File: src/hdl/mic_pkg.sv
// shared constants of the interrupt controller: register map, field
// positions, reset values, vectors, latencies and enumerations.
// assumes a 32-bit classic wishbone slave port and an 8-bit core.
package mic_pkg;

	// ****************************************************************
	// register map
	// ****************************************************************
	localparam int                    MIC_ADR_W       = 4;
	localparam logic [MIC_ADR_W-1:0]  MIC_OFS_PRIMARY = 4'h0;
	localparam logic [MIC_ADR_W-1:0]  MIC_OFS_SECOND  = 4'h4;
	localparam logic [MIC_ADR_W-1:0]  MIC_OFS_SYSCTL  = 4'h8;
	localparam logic [MIC_ADR_W-1:0]  MIC_OFS_STATUS  = 4'hc;
	localparam logic [7:0]            MIC_REG_RESET   = 8'h00;
	localparam logic [23:0]           MIC_UPPER_ZERO  = 24'h000000;

	// ****************************************************************
	// field positions
	// ****************************************************************
	localparam int MIC_B_GIE       = 0;
	localparam int MIC_B_EXT_EN    = 1;
	localparam int MIC_B_T0_EN     = 2;
	localparam int MIC_B_T1_EN     = 3;
	localparam int MIC_B_EXT_FLAG  = 4;
	localparam int MIC_B_T0_FLAG   = 5;
	localparam int MIC_B_T1_FLAG   = 6;
	localparam int MIC_B_TB_EN     = 0;
	localparam int MIC_B_TB_FLAG   = 4;
	localparam int MIC_B_EDGE_LO   = 6;
	localparam int MIC_B_EDGE_HI   = 7;
	localparam int MIC_B_ST_BUSY   = 0;
	localparam int MIC_B_ST_FULL   = 1;
	localparam int MIC_B_ST_SRC_LO = 2;
	localparam int MIC_B_ST_WAKE   = 4;

	// ****************************************************************
	// sources, vectors, timing
	// ****************************************************************
	localparam int         MIC_NSRC      = 4;
	localparam logic [7:0] MIC_VEC_EXT   = 8'h04;
	localparam logic [7:0] MIC_VEC_T0    = 8'h08;
	localparam logic [7:0] MIC_VEC_T1    = 8'h0c;
	localparam logic [7:0] MIC_VEC_TB    = 8'h10;
	localparam int         MIC_ICYC_CLKS = 4;
	localparam logic [1:0] MIC_LAT_AWAKE = 2'h2;
	localparam logic [1:0] MIC_LAT_WAKE  = 2'h3;

	typedef enum logic [1:0] {
		MIC_SRC_EXT = 2'b00,
		MIC_SRC_T0  = 2'b01,
		MIC_SRC_T1  = 2'b10,
		MIC_SRC_TB  = 2'b11
	} mic_src_t;

	typedef enum logic [1:0] {
		MIC_EDGE_OFF  = 2'b00,
		MIC_EDGE_RISE = 2'b01,
		MIC_EDGE_FALL = 2'b10,
		MIC_EDGE_BOTH = 2'b11
	} mic_edge_t;

	typedef enum logic {
		MIC_ST_IDLE = 1'b0,
		MIC_ST_WAIT = 1'b1
	} mic_state_t;

endpackage : mic_pkg

File: src/hdl/mic_intc.sv
// interrupt controller: flags, enables, priority, vector call, wake.
// assumes a classic wishbone master, one-cycle overflow pulses from the
// timers and time base, and a core that obeys irq_call_q at once.
`timescale 1ns/1ps

// How it works
// - primary register: global, ext, t0, t1 enables bits 0-3; flags 4-6
// - secondary register: time-base flag at bit 4, enable at bit 0
// - timer overflow sets its flag; taken only with global and own enable
// - timer call forced only when stack has room and interrupt enabled
// - servicing a timer clears its flag and the global enable
// - time-base overflow sets its flag; taken with global and own enable
// - time-base call only when enabled and stack has room
// - servicing time base clears its flag and the global enable
// - set flag stays until serviced or cleared by software write
// - any pending source wakes the core from idle or sleep
// - interrupt entry pushes only the program counter
// - priority ext, t0, t1, time base; vectors 04, 08, 0c, 10
// - call follows 2 or 3 instruction cycles; 3 when waking
// - two-bit edge select: off, rising, falling or both edges
// - stack full blocks acknowledgement; flag stays recorded
module mic_intc
	import mic_pkg::*;
#(
	parameter int ICYC_CLKS = MIC_ICYC_CLKS
)(
	// clock and reset
	input  wire logic                       mclk,
	input  wire logic                       rst_b,
	// wishbone slave
	input  wire logic                       wb_cyc_i,
	input  wire logic                       wb_stb_i,
	input  wire logic                       wb_we_i,
	input  wire logic [mic_pkg::MIC_ADR_W-1:0] wb_adr_i,
	input  wire logic [3:0]                 wb_sel_i,
	input  wire logic [31:0]                wb_dat_i,
	output logic                            wb_ack_o,
	output logic [31:0]                     wb_dat_o,
	// event sources
	input  wire logic                       ext_irq_pin,
	input  wire logic                       timer0_ovf,
	input  wire logic                       timer1_ovf,
	input  wire logic                       timebase_ovf,
	// core handshake
	input  wire logic                       stack_full,
	input  wire logic                       core_asleep,
	output logic                            irq_call_q,
	output logic                            push_pc_q,
	output logic [7:0]                      irq_vector_q,
	output logic                            wake_q
);

	// ****************************************************************
	// declarations
	// ****************************************************************
	logic                  ack_q;
	logic [31:0]           dat_q;
	logic                  bus_req;
	logic                  bus_wr;
	logic [7:0]            rd_byte;
	logic                  gie_q;
	logic [MIC_NSRC-1:0]   en_q;
	logic [MIC_NSRC-1:0]   flag_q;
	logic [MIC_NSRC-1:0]   set_ev;
	logic [MIC_NSRC-1:0]   wr_hit;
	logic [MIC_NSRC-1:0]   wr_val;
	logic [MIC_NSRC-1:0]   svc_clr;
	logic [MIC_NSRC-1:0]   pend;
	logic [1:0]            edge_sel_q;
	logic                  ext_pulse;
	logic [7:0]            div_q;
	logic                  tick;
	mic_state_t            state_q;
	mic_src_t              src_q;
	mic_src_t              pick;
	logic [1:0]            lat_q;
	logic                  accept;
	logic                  wr_prim;
	logic                  wr_sec;
	logic                  wr_sys;

	assign wb_ack_o = ack_q;
	assign wb_dat_o = dat_q;

	// ****************************************************************
	// wishbone slave
	// ****************************************************************
	// writes land on the edge that raises ack; ack lasts one cycle
	assign bus_req = wb_cyc_i & wb_stb_i & ~ack_q;
	assign bus_wr  = bus_req & wb_we_i & wb_sel_i[0];
	assign wr_prim = bus_wr & (wb_adr_i == MIC_OFS_PRIMARY);
	assign wr_sec  = bus_wr & (wb_adr_i == MIC_OFS_SECOND);
	assign wr_sys  = bus_wr & (wb_adr_i == MIC_OFS_SYSCTL);

	always_comb begin
		rd_byte = MIC_REG_RESET;
		unique case (wb_adr_i)
			MIC_OFS_PRIMARY: begin
				rd_byte[MIC_B_GIE]      = gie_q;
				rd_byte[MIC_B_EXT_EN]   = en_q[MIC_SRC_EXT];
				rd_byte[MIC_B_T0_EN]    = en_q[MIC_SRC_T0];
				rd_byte[MIC_B_T1_EN]    = en_q[MIC_SRC_T1];
				rd_byte[MIC_B_EXT_FLAG] = flag_q[MIC_SRC_EXT];
				rd_byte[MIC_B_T0_FLAG]  = flag_q[MIC_SRC_T0];
				rd_byte[MIC_B_T1_FLAG]  = flag_q[MIC_SRC_T1];
			end
			MIC_OFS_SECOND: begin
				rd_byte[MIC_B_TB_EN]   = en_q[MIC_SRC_TB];
				rd_byte[MIC_B_TB_FLAG] = flag_q[MIC_SRC_TB];
			end
			MIC_OFS_SYSCTL: begin
				rd_byte[MIC_B_EDGE_HI:MIC_B_EDGE_LO] = edge_sel_q;
			end
			MIC_OFS_STATUS: begin
				rd_byte[MIC_B_ST_BUSY]                   = state_q;
				rd_byte[MIC_B_ST_FULL]                   = stack_full;
				rd_byte[MIC_B_ST_SRC_LO+1:MIC_B_ST_SRC_LO] = src_q;
				rd_byte[MIC_B_ST_WAKE]                   = wake_q;
			end
			default: rd_byte = MIC_REG_RESET;
		endcase
	end

	always_ff @(posedge mclk) begin
		if (!rst_b) begin
			ack_q <= 1'b0;
			dat_q <= {MIC_UPPER_ZERO, MIC_REG_RESET};
		end else begin
			ack_q <= bus_req;
			if (bus_req) begin
				dat_q <= {MIC_UPPER_ZERO, rd_byte};
			end
		end
	end

	// ****************************************************************
	// edge select and external edge detection
	// ****************************************************************
	always_ff @(posedge mclk) begin
		if (!rst_b) begin
			edge_sel_q <= MIC_EDGE_OFF;
		end else if (wr_sys) begin
			edge_sel_q <= wb_dat_i[MIC_B_EDGE_HI:MIC_B_EDGE_LO];
		end
	end

	mic_edge_detect u_edge (
		.mclk         (mclk),
		.rst_b        (rst_b),
		.pin_i        (ext_irq_pin),
		.edge_sel     (mic_edge_t'(edge_sel_q)),
		.edge_pulse_q (ext_pulse)
	);

	// ****************************************************************
	// instruction cycle divider
	// ****************************************************************
	// one evaluation per instruction cycle keeps calls from stacking up
	assign tick = (div_q == 8'(ICYC_CLKS - 1));

	always_ff @(posedge mclk) begin
		if (!rst_b || tick) begin
			div_q <= 8'h00;
		end else begin
			div_q <= div_q + 8'h01;
		end
	end

	// ****************************************************************
	// enables
	// ****************************************************************
	always_ff @(posedge mclk) begin
		if (!rst_b) begin
			en_q <= '0;
		end else begin
			if (wr_prim) begin
				en_q[MIC_SRC_EXT] <= wb_dat_i[MIC_B_EXT_EN];
				en_q[MIC_SRC_T0]  <= wb_dat_i[MIC_B_T0_EN];
				en_q[MIC_SRC_T1]  <= wb_dat_i[MIC_B_T1_EN];
			end
			if (wr_sec) begin
				en_q[MIC_SRC_TB] <= wb_dat_i[MIC_B_TB_EN];
			end
		end
	end

	// servicing beats a software set of the global enable
	always_ff @(posedge mclk) begin
		if (!rst_b) begin
			gie_q <= 1'b0;
		end else if (accept) begin
			gie_q <= 1'b0;
		end else if (wr_prim) begin
			gie_q <= wb_dat_i[MIC_B_GIE];
		end
	end

	// ****************************************************************
	// request flags
	// ****************************************************************
	assign set_ev = {timebase_ovf, timer1_ovf, timer0_ovf, ext_pulse};
	assign wr_hit = {wr_sec, wr_prim, wr_prim, wr_prim};
	assign wr_val = {wb_dat_i[MIC_B_TB_FLAG], wb_dat_i[MIC_B_T1_FLAG],
		wb_dat_i[MIC_B_T0_FLAG], wb_dat_i[MIC_B_EXT_FLAG]};

	genvar gi;
	generate
		for (gi = 0; gi < MIC_NSRC; gi++) begin : g_flag
			// cleared by the very accept that picked this source
			assign svc_clr[gi] = accept & (pick == mic_src_t'(gi));
			// a new event in the clearing cycle wins over the clear
			always_ff @(posedge mclk) begin
				if (!rst_b) begin
					flag_q[gi] <= 1'b0;
				end else begin
					flag_q[gi] <= ((wr_hit[gi] ? wr_val[gi] : flag_q[gi])
						& ~svc_clr[gi]) | set_ev[gi];
				end
			end
		end
	endgenerate

	// ****************************************************************
	// priority and acceptance
	// ****************************************************************
	assign pend = flag_q & en_q;

	always_comb begin
		if (pend[MIC_SRC_EXT]) begin
			pick = MIC_SRC_EXT;
		end else if (pend[MIC_SRC_T0]) begin
			pick = MIC_SRC_T0;
		end else if (pend[MIC_SRC_T1]) begin
			pick = MIC_SRC_T1;
		end else begin
			pick = MIC_SRC_TB;
		end
	end

	// full stack holds the request back; the flag simply stays set
	assign accept = tick & (state_q == MIC_ST_IDLE) & gie_q & (|pend)
		& ~stack_full;

	// ****************************************************************
	// call sequencer
	// ****************************************************************
	always_ff @(posedge mclk) begin
		if (!rst_b) begin
			state_q    <= MIC_ST_IDLE;
			src_q      <= MIC_SRC_EXT;
			lat_q      <= 2'h0;
			irq_call_q <= 1'b0;
			push_pc_q  <= 1'b0;
		end else begin
			irq_call_q <= 1'b0;
			push_pc_q  <= 1'b0;
			unique case (state_q)
				MIC_ST_IDLE: begin
					if (accept) begin
						state_q <= MIC_ST_WAIT;
						src_q   <= pick;
						// waking costs one extra instruction cycle
						lat_q   <= core_asleep ? MIC_LAT_WAKE
							: MIC_LAT_AWAKE;
					end
				end
				MIC_ST_WAIT: begin
					if (tick) begin
						if (lat_q == 2'h1) begin
							state_q    <= MIC_ST_IDLE;
							irq_call_q <= 1'b1;
							push_pc_q  <= 1'b1;
						end
						lat_q <= lat_q - 2'h1;
					end
				end
			endcase
		end
	end

	always_ff @(posedge mclk) begin
		if (!rst_b) begin
			irq_vector_q <= MIC_VEC_EXT;
		end else begin
			unique case (src_q)
				MIC_SRC_EXT: irq_vector_q <= MIC_VEC_EXT;
				MIC_SRC_T0:  irq_vector_q <= MIC_VEC_T0;
				MIC_SRC_T1:  irq_vector_q <= MIC_VEC_T1;
				MIC_SRC_TB:  irq_vector_q <= MIC_VEC_TB;
			endcase
		end
	end

	// ****************************************************************
	// wake request
	// ****************************************************************
	// wake ignores the global enable so a masked core still wakes
	always_ff @(posedge mclk) begin
		if (!rst_b) begin
			wake_q <= 1'b0;
		end else begin
			wake_q <= |pend;
		end
	end
endmodule : mic_intc

File: src/hdl/mic_edge_detect.sv
// edge detector for the external interrupt input with selectable edge.
// assumes the pin is already synchronous to mclk.
`timescale 1ns/1ps

module mic_edge_detect
	import mic_pkg::*;
(
	// clock and reset
	input  wire logic             mclk,
	input  wire logic             rst_b,
	// pin and selection
	input  wire logic             pin_i,
	input  wire mic_pkg::mic_edge_t edge_sel,
	// detected edge
	output logic                  edge_pulse_q
);

	logic prev_q;
	logic hit;

	always_comb begin
		unique case (edge_sel)
			MIC_EDGE_OFF:  hit = 1'b0;
			MIC_EDGE_RISE: hit = pin_i & ~prev_q;
			MIC_EDGE_FALL: hit = ~pin_i & prev_q;
			MIC_EDGE_BOTH: hit = pin_i ^ prev_q;
		endcase
	end

	always_ff @(posedge mclk) begin
		if (!rst_b) begin
			prev_q       <= 1'b0;
			edge_pulse_q <= 1'b0;
		end else begin
			prev_q       <= pin_i;
			edge_pulse_q <= hit;
		end
	end
endmodule : mic_edge_detect

File: config.mk
export PLATFORM = sky130hd
export DESIGN_NAME = mic_intc
export DESIGN_NICKNAME = d
export VERILOG_FILES = /design/src/hdl/mic_pkg.sv /design/src/hdl/mic_intc.sv /design/src/hdl/mic_edge_detect.sv
export SDC_FILE = /design/constraint.sdc
export NUM_CORES = 1
export LEC_CHECK = 0
export BUFFER_PORTS_ARGS = -buffer_cell sky130_fd_sc_hd__buf_4
export CAP_MARGIN = 20
export CORE_MARGIN = 8
export CORE_UTILIZATION = 50
export CTS_CLUSTER_SIZE = 12
export DETAILED_ROUTE_END_ITERATION = 16
export PLACE_DENSITY_LB_ADDON = 0.15
export SYNTH_ARGS = -nofsm -noshare
export SYNTH_HDL_FRONTEND = slang
export SYNTH_HIERARCHICAL = 1
export SYNTH_SLANG_ARGS = --single-unit
File: constraint.sdc
create_clock -name mclk -period 3.28 [get_ports mclk]
set_input_delay 0.164 -clock mclk [delete_from_list [all_inputs] [get_ports mclk]]
set_output_delay 0.164 -clock mclk [all_outputs]
set_load 0.02 [all_outputs]
==> metrics.md, run 1 <==
| Metric | Value |
|---|---|
| Status | `finished, final reports clean` |
| Post-cts sizing count | `0` |
| CTS clock-pin slew for the worst setup and hold paths | `0.08 ns` |
| Routed vias | `roughly 1500` |
| CTS tree | `built` |
| Clock network latency to the later pin of the worst-skew pair | `0.30 ns` |
| Post-synth ARST share | `0%` |
| Time the final worst path needs with I/O delays and setup | `about 1.9 ns` |
| Via count of the first global-routing pass | `~1500` |
| Warnings, synthesis | `6` |
| Post-synthesis xor/xnor area fraction | `2.58%` |
| Total length of routed wires | `between 4000 and 5000 um` |
| Unrepaired setup endpoints after global routing | `false` |
| Slew Limit Fails | `0` |
| R2r endpoint | `flag_q[1]` |
| Switching power as a share of total power | `between 20% and 30%` |
| Post-synthesis area per instance | `9.31 um^2` |
| Remaining Overflow, GRT | `0` |
| Sort of element at the end of the critical path | `flop` |
| Most repeated cell in the gate-level netlist after synthesis | `sky130_fd_sc_hd__dfxtp_1` |
| Final Hold Fails | `0` |
| Number of antenna violations at the first check in global routing | `0` |
| Wire length of the first global-routing pass | `around 7200 um` |
| Clock Skews | `0.00709 ns` |
| Placeable core area | `about 4000 um^2` |
| Maximum number of pins on one net before global-route repair | `24` |
| Rows | `23` |
| Hold WC Path Type | `in2reg` |
| Count of distinct cell types in the synthesized netlist | `between 40 and 50` |
| Diodes inserted | `0` |
| Tightest slew margin relative to the limit | `51.5%` |
| Detailed Place HPWL | `3300 um` |
| Clock network power share | `35.8%` |
| Final routed DRC violation total | `0` |
| Number of detailed-routing iterations run before antenna repair | `4` |
| Post-synth EDFFs | `0` |
| Final instance count without filler cells | `308` |
| Period utilization | `a little under three fifths` |
| Area of the mapped netlist | `approximately 2000 um^2` |
| Cell leakage power | `between 1 and 1.5 nW` |
| Total GRT Usage | `between 10 and 15%` |
| Critical Path Start | `div_q[0]` |
| Number of hold buffers added after CTS | `0` |
| Number of placed cells counting well taps | `300` |
| Switching power | `248 uW` |
| Number of standard cells after synthesis | `~220` |
| Final weighted congestion in routability-driven placement | `0.792` |
| Maximum fanout count along the critical path | `8` |
| Critical path data arrival time | `just over 2 ns` |
| Number of buffers created by CTS | `5` |
| Startpoint type of the worst setup path | `flop` |
| Mux contribution to synthesized area | `6.99%` |
| Synth Area in Compound Gates | `about an eighth` |
| Number of vias per cell | `between 4 and 5` |
| Most used flip-flop cell after synthesis | `sky130_fd_sc_hd__dfxtp_1` |
| Detailed Route Iter0 Violations | `62` |
| Number of buffers on the longest clock path | `2` |
| Arithmetic-cell share of the synthesized area counting full adders, half adders and majority gates | `between 4 and 5%` |
| Simple-gate share of the synthesized area | `roughly a fifth` |
| Sequential power share | `53.3%` |
| Transition time at the pin with the least slew margin | `0.727 ns` |
| Worst supply voltage drop on vdd | `~0.25 mV` |
| Power density over cell area | `~410 nW/um^2` |
| Area added between synthesis and finish | `14.7%` |
| Top cell types by occurrence after synthesis | `sky130_fd_sc_hd__dfxtp_1, sky130_fd_sc_hd__buf_4, sky130_fd_sc_hd__nor2_1` |
| FMAX | `between 0.5 and 0.6 GHz` |
| Nets | `around 320` |
| Reg2Reg Setup Slack | `1.42 ns` |
| Share of layout cells above drive strength 1 | `22.5%` |
| Post-route design area | `about 2300 um^2` |
| I/O Pins | `95` |
| Starting density of the core | `51.4%` |
| Critical path required time | `roughly 3.5 ns` |
| Most area-consuming cells after synthesis | `sky130_fd_sc_hd__dfxtp_1, sky130_fd_sc_hd__buf_4, sky130_fd_sc_hd__mux2i_1` |
| Launch instance of the worst register-to-register path | `div_q[0]` |
| Die area | `between 6000 and 7000 um^2` |
| Count of H-tree levels built during CTS | `2` |
| Antenna Nets Post-Route | `0` |
| Die H | `approximately 80 um` |
| Final setup fails | `0` |
| Last element of the critical path | `flag_q[1]` |
| Final total negative setup slack | `0 ns` |
| Dominant combinational cell family by area after synthesis | `simple AND/OR/NAND/NOR gates` |
| Gate power share | `11.0%` |
| Synth area leader | `sky130_fd_sc_hd__dfxtp_1` |
| Share of the synthesized area in the top cell type | `about two fifths` |
| Clock Tree Root | `sky130_fd_sc_hd__clkbuf_8` |
| Proportion of synthesized chip area in sequential cells | `just under 40%` |
| Cell Area, Placed | `about 2200 um^2` |
| Routed length per instance | `approximately 14 um` |
| Total setup buffers inserted after CTS | `0` |
| Post-synthesis register bit count | `40` |
| Kind of critical path | `reg2reg` |
| R2R depth | `5` |
| Die width | `about 80 um` |
| Internal cell power | `approximately 700 uW` |
| Max Cap Viol | `0` |
| Total number of clock tree sinks | `40` |
| Count of input and output buffers | `38` |
==> logic make-up after synthesis <==
group                    after synthesis
other                                  1
adder cells (fa/ha/maj)                7
buffers and inverters                 44
AO/OA/AOI/OAI                         33
XOR/XNOR                               6
flip-flops                            40
multiplexers                          14
AND/OR/NAND/NOR                       74
==> power groups by stage <==
| stage | clock network (mW) | logic (mW) | registers, mW |
|---|---|---|---|
| detailed placement | 0 | 0.103 | 0.516 |
| finish | 0.339 | 0.104 | 0.505 |
| floorplan | 0 | 0.0954 | 0.515 |
| CTS | 0.356 | 0.103 | 0.505 |
| global route | 0.372 | 0.115 | 0.506 |
| global placement | 0 | 0.102 | 0.516 |
==> how the worst min path moves through the flow <==
stage,from,end,slack (ns),cells past startpoint
2_1_floorplan,rst_b,u_edge/prev_q,0.29,2
3_3_place_gp,wb_dat_i[2],en_q[1],0.40,3
3_5_place_dp,wb_dat_i[2],en_q[1],0.40,3
4_1_cts,wb_dat_i[2],en_q[1],0.09,3
5_1_grt,wb_dat_i[2],en_q[1],0.11,3
6_report,wb_dat_i[2],en_q[1],0.09,3
==> through the flow <==
step	power [mW]	util [%]	hold slack (ns)	worst slack (ns)
final	0.948	58.9	0.0934	1.42
after global routing	0.993	58.9	0.107	1.24
after CTS	0.964	58.9	0.0854	1.43
after detailed placement	0.619	56.6	0.404	1.43
after global placement	0.619	56.6	0.396	1.45
after floorplan	0.610	-	0.288	1.68
==> critical path: stages, from the launching register on <==
cell and delay [ns]:
sky130_fd_sc_hd__dfxtp_1 0.39, sky130_fd_sc_hd__ha_1 0.25, sky130_fd_sc_hd__nor4b_2 0.30, sky130_fd_sc_hd__nand2_1 0.24, sky130_fd_sc_hd__or2_2 0.36, sky130_fd_sc_hd__o221a_2 0.22
==> sequential cells by signal (all words and copies together) (netlist names), 2 cells and up <==
register      flops
wb_dat_o          8
en_q              4
src_q             2
irq_vector_q      3
div_q             8
flag_q            4
edge_sel_q        2
lat_q             2
==> per-layer routing <==
layer	vias to the layer above	part of all wire (%)	GRT usage, %
met3	8	7.4	5.41
met2	39	48	22.7
met1	707	43	16.5
met4	0	1.6	5.45
li1	781	-	-
met5	-	0	0
==> cell type report <==
class                   instances  area, um^2
clock inverters                 2        10.0
inverters                       9        33.8
clock buffers                   6        82.6
flip-flops and latches         40         801
multi-input cells             163        1060
fillers                       392        1630
repair buffers                 38         285
well taps                      50        62.6
==> layout by cell type (no fill, tap or decap), types with 3 or more instances in the layout <==
cell | synthesis | final
sky130_fd_sc_hd__dfxtp_1 | 40 | 40
sky130_fd_sc_hd__buf_4 | 30 | 38
sky130_fd_sc_hd__conb_1 | 1 | 29
sky130_fd_sc_hd__nor2_1 | 26 | 26
sky130_fd_sc_hd__mux2i_1 | 12 | 12
sky130_fd_sc_hd__inv_1 | 9 | 9
sky130_fd_sc_hd__nand2_1 | 9 | 9
sky130_fd_sc_hd__nand3_1 | 7 | 7
sky130_fd_sc_hd__ha_1 | 7 | 7
sky130_fd_sc_hd__a22oi_1 | 6 | 6
sky130_fd_sc_hd__clkbuf_8 | 0 | 6
sky130_fd_sc_hd__xor2_1 | 5 | 5
sky130_fd_sc_hd__a21oi_1 | 5 | 5
sky130_fd_sc_hd__and2_1 | 4 | 4
sky130_fd_sc_hd__or3_1 | 4 | 4
sky130_fd_sc_hd__o221a_2 | 3 | 3
sky130_fd_sc_hd__nand3b_1 | 3 | 3
sky130_fd_sc_hd__a22o_1 | 3 | 3
sky130_fd_sc_hd__and3_1 | 3 | 3
No activity file was read; power rests on OpenSTA's default activity.
==> run 2: changes to the inputs <==
--- a/config.mk
+++ b/config.mk
@@ -8,7 +8,7 @@
 export BUFFER_PORTS_ARGS = -buffer_cell sky130_fd_sc_hd__buf_4
 export CAP_MARGIN = 20
 export CORE_MARGIN = 8
-export CORE_UTILIZATION = 50
+export CORE_UTILIZATION = 42
 export CTS_CLUSTER_SIZE = 12
 export DETAILED_ROUTE_END_ITERATION = 16
 export PLACE_DENSITY_LB_ADDON = 0.15
==> constraint.sdc (replaced) <==
create_clock -name mclk -period 1.55 [get_ports mclk]
set_input_delay 0.0775 -clock mclk [delete_from_list [all_inputs] [get_ports mclk]]
set_output_delay 0.0775 -clock mclk [all_outputs]
set_load 0.02 [all_outputs]
==> run 2 against run 1 <==
Effect of this change:
- setup slack lost 1.3 ns
- register-to-register slack got worse by 1.3 ns
- total power increased by 110%
- critical endpoint is now lat_q[1]
- first-iteration DRC count grew 16%
- clock skew decreased by 0.0020 ns
- clock power grew 100%
- largest cell class unchanged
- non-clock buffer count is 20 higher
- cell count rose by 7.8%
- critical path type unchanged
- core utilization fell by 5.2 points
- global-route usage shrank 1.4 points
==> metrics.md, run 2 (synthesized netlist as in run 1, its figures left out) <==
| Metric | Value |
|---|---|
| Worst setup slack after layout | `just under 0.08 ns` |
| Cell leakage power | `between 1 and 1.5 nW` |
| Most common cell after layout, fill and taps aside | `sky130_fd_sc_hd__buf_4` |
| Total length of routed wires | `roughly 4500 um` |
| Detailed Route Iter0 Violations | `72` |
| Transition time at the pin with the least slew margin | `approximately 0.5 ns` |
| Status | `finished, final reports clean` |
| Met3 Usage GRT | `around 5%` |
| Placeable core area | `about 4700 um^2` |
| Period utilization | `between 90% and 100%` |
| Share of layout cells above drive strength 1 | `between 30% and 40%` |
| Die H | `85.7 um` |
| R2r endpoint | `lat_q[1]` |
| I/O Pins | `95` |
| Slew Limit Fails | `0` |
| Reg2Reg Setup Slack | `~0.077 ns` |
| CTS tree | `built` |
| Hold WC Path Type | `in2reg` |
| Met1 Resource Use GR | `14.4%` |
| Total number of clock tree sinks | `40` |
| Diodes inserted | `0` |
| Sort of element at the end of the critical path | `flop` |
| Clock network latency to the later pin of the worst-skew pair | `0.30 ns` |
| Global-route track usage on met2 | `around a fifth` |
| Critical path required time | `between 1.5 and 2 ns` |
| Critical-path cell with the highest stage delay | `sky130_fd_sc_hd__dfxtp_2` |
| Slowest cell delay on critical path | `between 0.3 and 0.4 ns` |
| Layer with the highest usage after global routing | `met2` |
| Area added between synthesis and finish | `23.7%` |
| Final weighted congestion in routability-driven placement | `just over 0.8` |
| Final routed DRC violation total | `0` |
| Number of vias per cell | `4.82` |
| Final Hold Fails | `0` |
| Number of detailed-routing iterations run before antenna repair | `5` |
| Routed length per instance | `between 10 and 15 um` |
| Die area | `approximately 7300 um^2` |
| R2R depth | `5` |
| Worst path cell trace | `ha_2, nor4b_4, and2_1, nand2_1, o221a_2` |
| Launch point of the worst hold path | `wb_dat_i[3]` |
| Critical path data arrival time | `between 1.5 and 2 ns` |
| Maximum fanout count along the critical path | `7` |
| Launch instance of the worst register-to-register path | `div_q[1]` |
| Time the final worst path needs with I/O delays and setup | `~1.5 ns` |
| Top library cells by usage in the layout, fill and taps aside | `sky130_fd_sc_hd__buf_4, sky130_fd_sc_hd__dfxtp_1, sky130_fd_sc_hd__conb_1` |
| Number of buffers created by CTS | `5` |
| Max Cap Viol | `0` |
| Kind of critical path | `reg2reg` |
| Count of input and output buffers | `38` |
| Number of hold buffers added after CTS | `0` |
| Unrepaired setup endpoints after global routing | `false` |
| Final instance count without filler cells | `approximately 330` |
| Die width | `~86 um` |
| Clock Skews | `about 0.005 ns` |
| Routed vias | `1601` |
| Clock Tree Root | `sky130_fd_sc_hd__clkbuf_8` |
| Pre-CTS setup slack | `around 0.012 ns` |
| Final total negative setup slack | `0 ns` |
| Antenna Nets Post-Route | `0` |
| FMAX | `0.679 GHz` |
| Maximum number of pins on one net before global-route repair | `14` |
| Detailed Place HPWL | `approximately 3600 um` |
| Count of H-tree levels built during CTS | `2` |
| Starting density of the core | `a little over two fifths` |
| Worst supply voltage drop on vdd | `~0.43 mV` |
| Final setup fails | `0` |
| Power density over cell area | `802 nW/um^2` |
| Remaining Overflow, GRT | `0` |
| Tightest slew margin relative to the limit | `66.8%` |
| Rows | `25` |
| Number of buffers on the longest clock path | `2` |
| Number of antenna violations at the first check in global routing | `0` |
| Number of placed cells counting well taps | `between 300 and 400` |
| Nets | `between 300 and 400` |
| Total GRT Usage | `12.7%` |
| CTS clock-pin slew for the worst setup and hold paths | `about 0.08 ns` |
| Overall power after layout | `roughly 2 mW` |
| Via count of the first global-routing pass | `1521` |
| Number of cells traversed by the worst hold path | `3` |
| Hold worst-path end | `en_q[2]` |
| Wire length of the first global-routing pass | `7360 um` |
| Startpoint type of the worst setup path | `flop` |
run 2: repair_timing:
| action | in CTS | in global routing |
|---|---|---|
| pin swaps | 0 | 2 |
| buffers inserted | 1 | 0 |
| setup endpoints to repair | 2 | 6 |
| resized for setup | 1 | 7 |
run 2: how the worst max path moves through the flow:
stage / startpoint / end / slack, ns / cells past startpoint
detailed placement: div_q[1] / flag_q[2] / 0.01 / 5
global route: flag_q[0] / lat_q[1] / 0.01 / 5
floorplan: div_q[0] / flag_q[1] / 0.002 / 5
finish: div_q[1] / lat_q[1] / 0.08 / 5
CTS: div_q[0] / flag_q[2] / 0.006 / 5
global placement: div_q[1] / flag_q[2] / 0.02 / 5
run 2: per-layer routing:
metal	routed length [um]	up-vias	part of all wire (%)
li1	-	825	-
met1	2020	730	45
met2	2120	40	47
met3	311	6	6.9
met4	64	0	1.4
met5	0	-	0
run 2: cell type report:
type                    count  area, um^2
multi-input cells         163        1090
clock buffers               5        68.8
repair buffers             58         435
clock inverters             3        18.8
inverters                   9        33.8
well taps                  54        67.6
flip-flops and latches     40         805
fillers                   466        2170
run 2: report_power, final:
part | internal, mW | switching (mW) | total [mW]
clock | 0.314 | 0.379 | 0.693
combinational | 0.108 | 0.157 | 0.265
sequential | 1.05 | 0.0170 | 1.07
run 2: stage by stage:
step / hold WS, ns / instance area [um^2] / util (%)
floorplan: 0.202 / 2160 / -
global placement: 0.318 / 2410 / 51.3
detailed placement: 0.321 / 2410 / 51.3
CTS: 0.0124 / 2500 / 53.4
global route: 0.0138 / 2520 / 53.8
finish: 0.0151 / 2520 / 53.8
run 2: critical path, delay by kind of cell, from the launching register on:
family	cells	cell delay (ns)
flops	1	0.34
compound gates	1	0.26
fa+ha+maj	1	0.18
simple gates	3	0.59
==> run 3: changes to the inputs <==
--- a/config.mk
+++ b/config.mk
@@ -5,8 +5,7 @@
 export SDC_FILE = /design/constraint.sdc
 export NUM_CORES = 1
 export LEC_CHECK = 0
-export BUFFER_PORTS_ARGS = -buffer_cell sky130_fd_sc_hd__buf_4
-export CAP_MARGIN = 20
+export BUFFER_PORTS_ARGS = -buffer_cell sky130_fd_sc_hd__buf_2
 export CORE_MARGIN = 8
 export CORE_UTILIZATION = 42
 export CTS_CLUSTER_SIZE = 12
==> run 3 against run 2 <==
Effect of this change:
- global-route usage increased by 0.25 points
- critical path depth increased by 2
- first-iteration DRC count increased by 61%
- routed wire length increased by 0.95%
- critical path type unchanged
- critical endpoint unchanged
- highest routed layer unchanged
==> metrics.md, run 3 (synthesized netlist as in run 1, its figures left out) <==
| Metric | Value |
|---|---|
| Detailed Route Iter0 Violations | `around 120` |
| Clock Tree Root | `sky130_fd_sc_hd__clkbuf_8` |
| Critical-path cell with the highest stage delay | `sky130_fd_sc_hd__dfxtp_2` |
| Worst setup slack after layout | `approximately 0.094 ns` |
| Count of input and output buffers | `38` |
| Maximum fanout count along the critical path | `5` |
| Number of buffers created by CTS | `5` |
| Pre-CTS setup slack | `approximately 0.011 ns` |
| Critical path data arrival time | `about 1.7 ns` |
| Die area | `approximately 7300 um^2` |
| Slowest cell delay on critical path | `about 0.34 ns` |
| I/O Pins | `between 90 and 100` |
| CTS clock-pin slew for the worst setup and hold paths | `approximately 0.08 ns` |
| Final weighted congestion in routability-driven placement | `0.786` |
| Kind of critical path | `reg2reg` |
| Startpoint type of the worst setup path | `flop` |
| Final setup fails | `0` |
| Routed length per instance | `~14 um` |
| CP most frequent cell | `sky130_fd_sc_hd__buf_4` |
| Number of antenna violations at the first check in global routing | `0` |
| Total GRT Usage | `12.9%` |
| Nets | `between 300 and 400` |
| Remaining Overflow, GRT | `0` |
| Placeable core area | `4690 um^2` |
| Routed vias | `~1600` |
| Worst supply voltage drop on vdd | `between 0.4 and 0.5 mV` |
| Diodes inserted | `0` |
| Critical path required time | `about 1.8 ns` |
| Via count of the first global-routing pass | `1623` |
| Final routed DRC violation total | `0` |
| Detailed Place HPWL | `roughly 3600 um` |
| Number of buffers on the longest clock path | `2` |
| Routed length on met2 | `between 2000 and 2500 um` |
| Met3 routed wirelength | `~290 um` |
| Number of vias per cell | `about 4.8` |
| Starting density of the core | `a little over two fifths` |
| Clock Skews | `0.00492 ns` |
| Sort of element at the end of the critical path | `flop` |
| Antenna Nets Post-Route | `0` |
| Final Hold Fails | `0` |
| Number of hold buffers added after CTS | `0` |
| Die width | `roughly 86 um` |
| Period utilization | `a little over nine tenths` |
| Maximum number of pins on one net before global-route repair | `13` |
| Cell family with the largest share of critical-path delay | `simple AND/OR/NAND/NOR gates` |
| CTS tree | `built` |
| Total length of routed wires | `around 4600 um` |
| Time the final worst path needs with I/O delays and setup | `about 1.5 ns` |
| Top library cells by usage in the layout, fill and taps aside | `sky130_fd_sc_hd__dfxtp_1, sky130_fd_sc_hd__buf_2, sky130_fd_sc_hd__conb_1` |
| FMAX | `slightly below 0.7 GHz` |
| Rows | `25` |
| Status | `finished, final reports clean` |
| Final design utilization | `between 50% and 60%` |
| Highest metal used | `met4` |
| Number of detailed-routing iterations run before antenna repair | `4` |
| Area added between synthesis and finish | `18.8%` |
| Slew Limit Fails | `0` |
| Die H | `around 86 um` |
| Max Cap Viol | `0` |
| Critical path buffers and inverters | `2` |
| Worst path cell trace | `ha_2, nor4b_4, nand2_2, buf_4, nor2_2, buf_4, o221a_2` |
| Wire length of the first global-routing pass | `~7500 um` |
| Share of layout cells above drive strength 1 | `a little under a third` |
| Cell leakage power | `1.13 nW` |
| Power density over cell area | `815 nW/um^2` |
| Clock network latency to the later pin of the worst-skew pair | `0.29 ns` |
| Total number of clock tree sinks | `40` |
| Hold WC Path Type | `in2reg` |
| Count of H-tree levels built during CTS | `2` |
| Sum of routed wire segments on met1 | `between 2000 and 2500 um` |
[run 3: cell count changes in the layout (fill, tap and decap cells not counted), sizes merged]
cell | previous run | this run
buf | 58 | 57
clkinv | 3 | 1
clkinvlp | 0 | 1
[run 3: final timing paths]
check	startpoint	endpoint	slack [ns]	depth (start not counted)
worst max-delay path	div_q[0]	lat_q[1]	0.09	7
worst min-delay path	wb_dat_i[7]	edge_sel_q[1]	0.02	3
worst max register to register	div_q[0]	lat_q[1]	0.09	7
worst min register to register	u_edge/edge_pulse_q	flag_q[0]	0.48	2
[run 3: report_power, final]
group / switching (mW) / leakage (nW) / internal [mW]
registers: 0.0168 / 0.325 / 1.05
logic: 0.157 / 0.766 / 0.0900
clock network: 0.357 / 0.0400 / 0.305
total: 0.531 / 1.13 / 1.44
[run 3: routing by layer]
layer | global-route usage [%] | vias to the layer above
met5 | 0 | -
met2 | 21.2 | 38
met3 | 4.58 | 5
met1 | 14.8 | 727
met4 | 5.41 | 0
li1 | - | 823
[run 3: worst reg2reg max path, delay by kind of cell (launching register included)]
| family | cells | cell delay [ns] |
|---|---|---|
| buf+inv | 2 | 0.30 |
| fa+ha+maj | 1 | 0.17 |
| flops | 1 | 0.34 |
| simple gates | 3 | 0.41 |
| compound gates | 1 | 0.18 |
[run 3: layout make-up]
| cell class | instances | area, um^2 |
|---|---|---|
| clock buffers | 5 | 68.8 |
| clock inverters | 2 | 12.5 |
| fillers | 468 | 2270 |
| inverters | 9 | 33.8 |
| multi-input cells | 163 | 1100 |
| flip-flops and latches | 40 | 803 |
| well taps | 54 | 67.6 |
| repair buffers | 57 | 333 |
[run 3: timing repair]
item	in CTS	in global routing
buffers inserted	2	0
pin swaps	0	3
endpoints found under the setup margin	1	15
resized for setup	0	9
[run 3: stage by stage]
| step | hold slack [ns] | setup TNS (ns) | cell area (um^2) | std cells | power, mW |
|---|---|---|---|---|---|
| final | 0.0206 | 0 | 2420 | 330 | 1.97 |
| after global routing | 0.00902 | -0.00107 | 2420 | 330 | 2.08 |
| after CTS | 0.0107 | 0 | 2390 | 330 | 2.00 |
| after detailed placement | 0.321 | 0 | 2300 | 321 | 1.33 |
| after global placement | 0.306 | 0 | 2300 | 321 | 1.32 |
| after floorplan | 0.202 | 0 | 2160 | 247 | 1.30 |
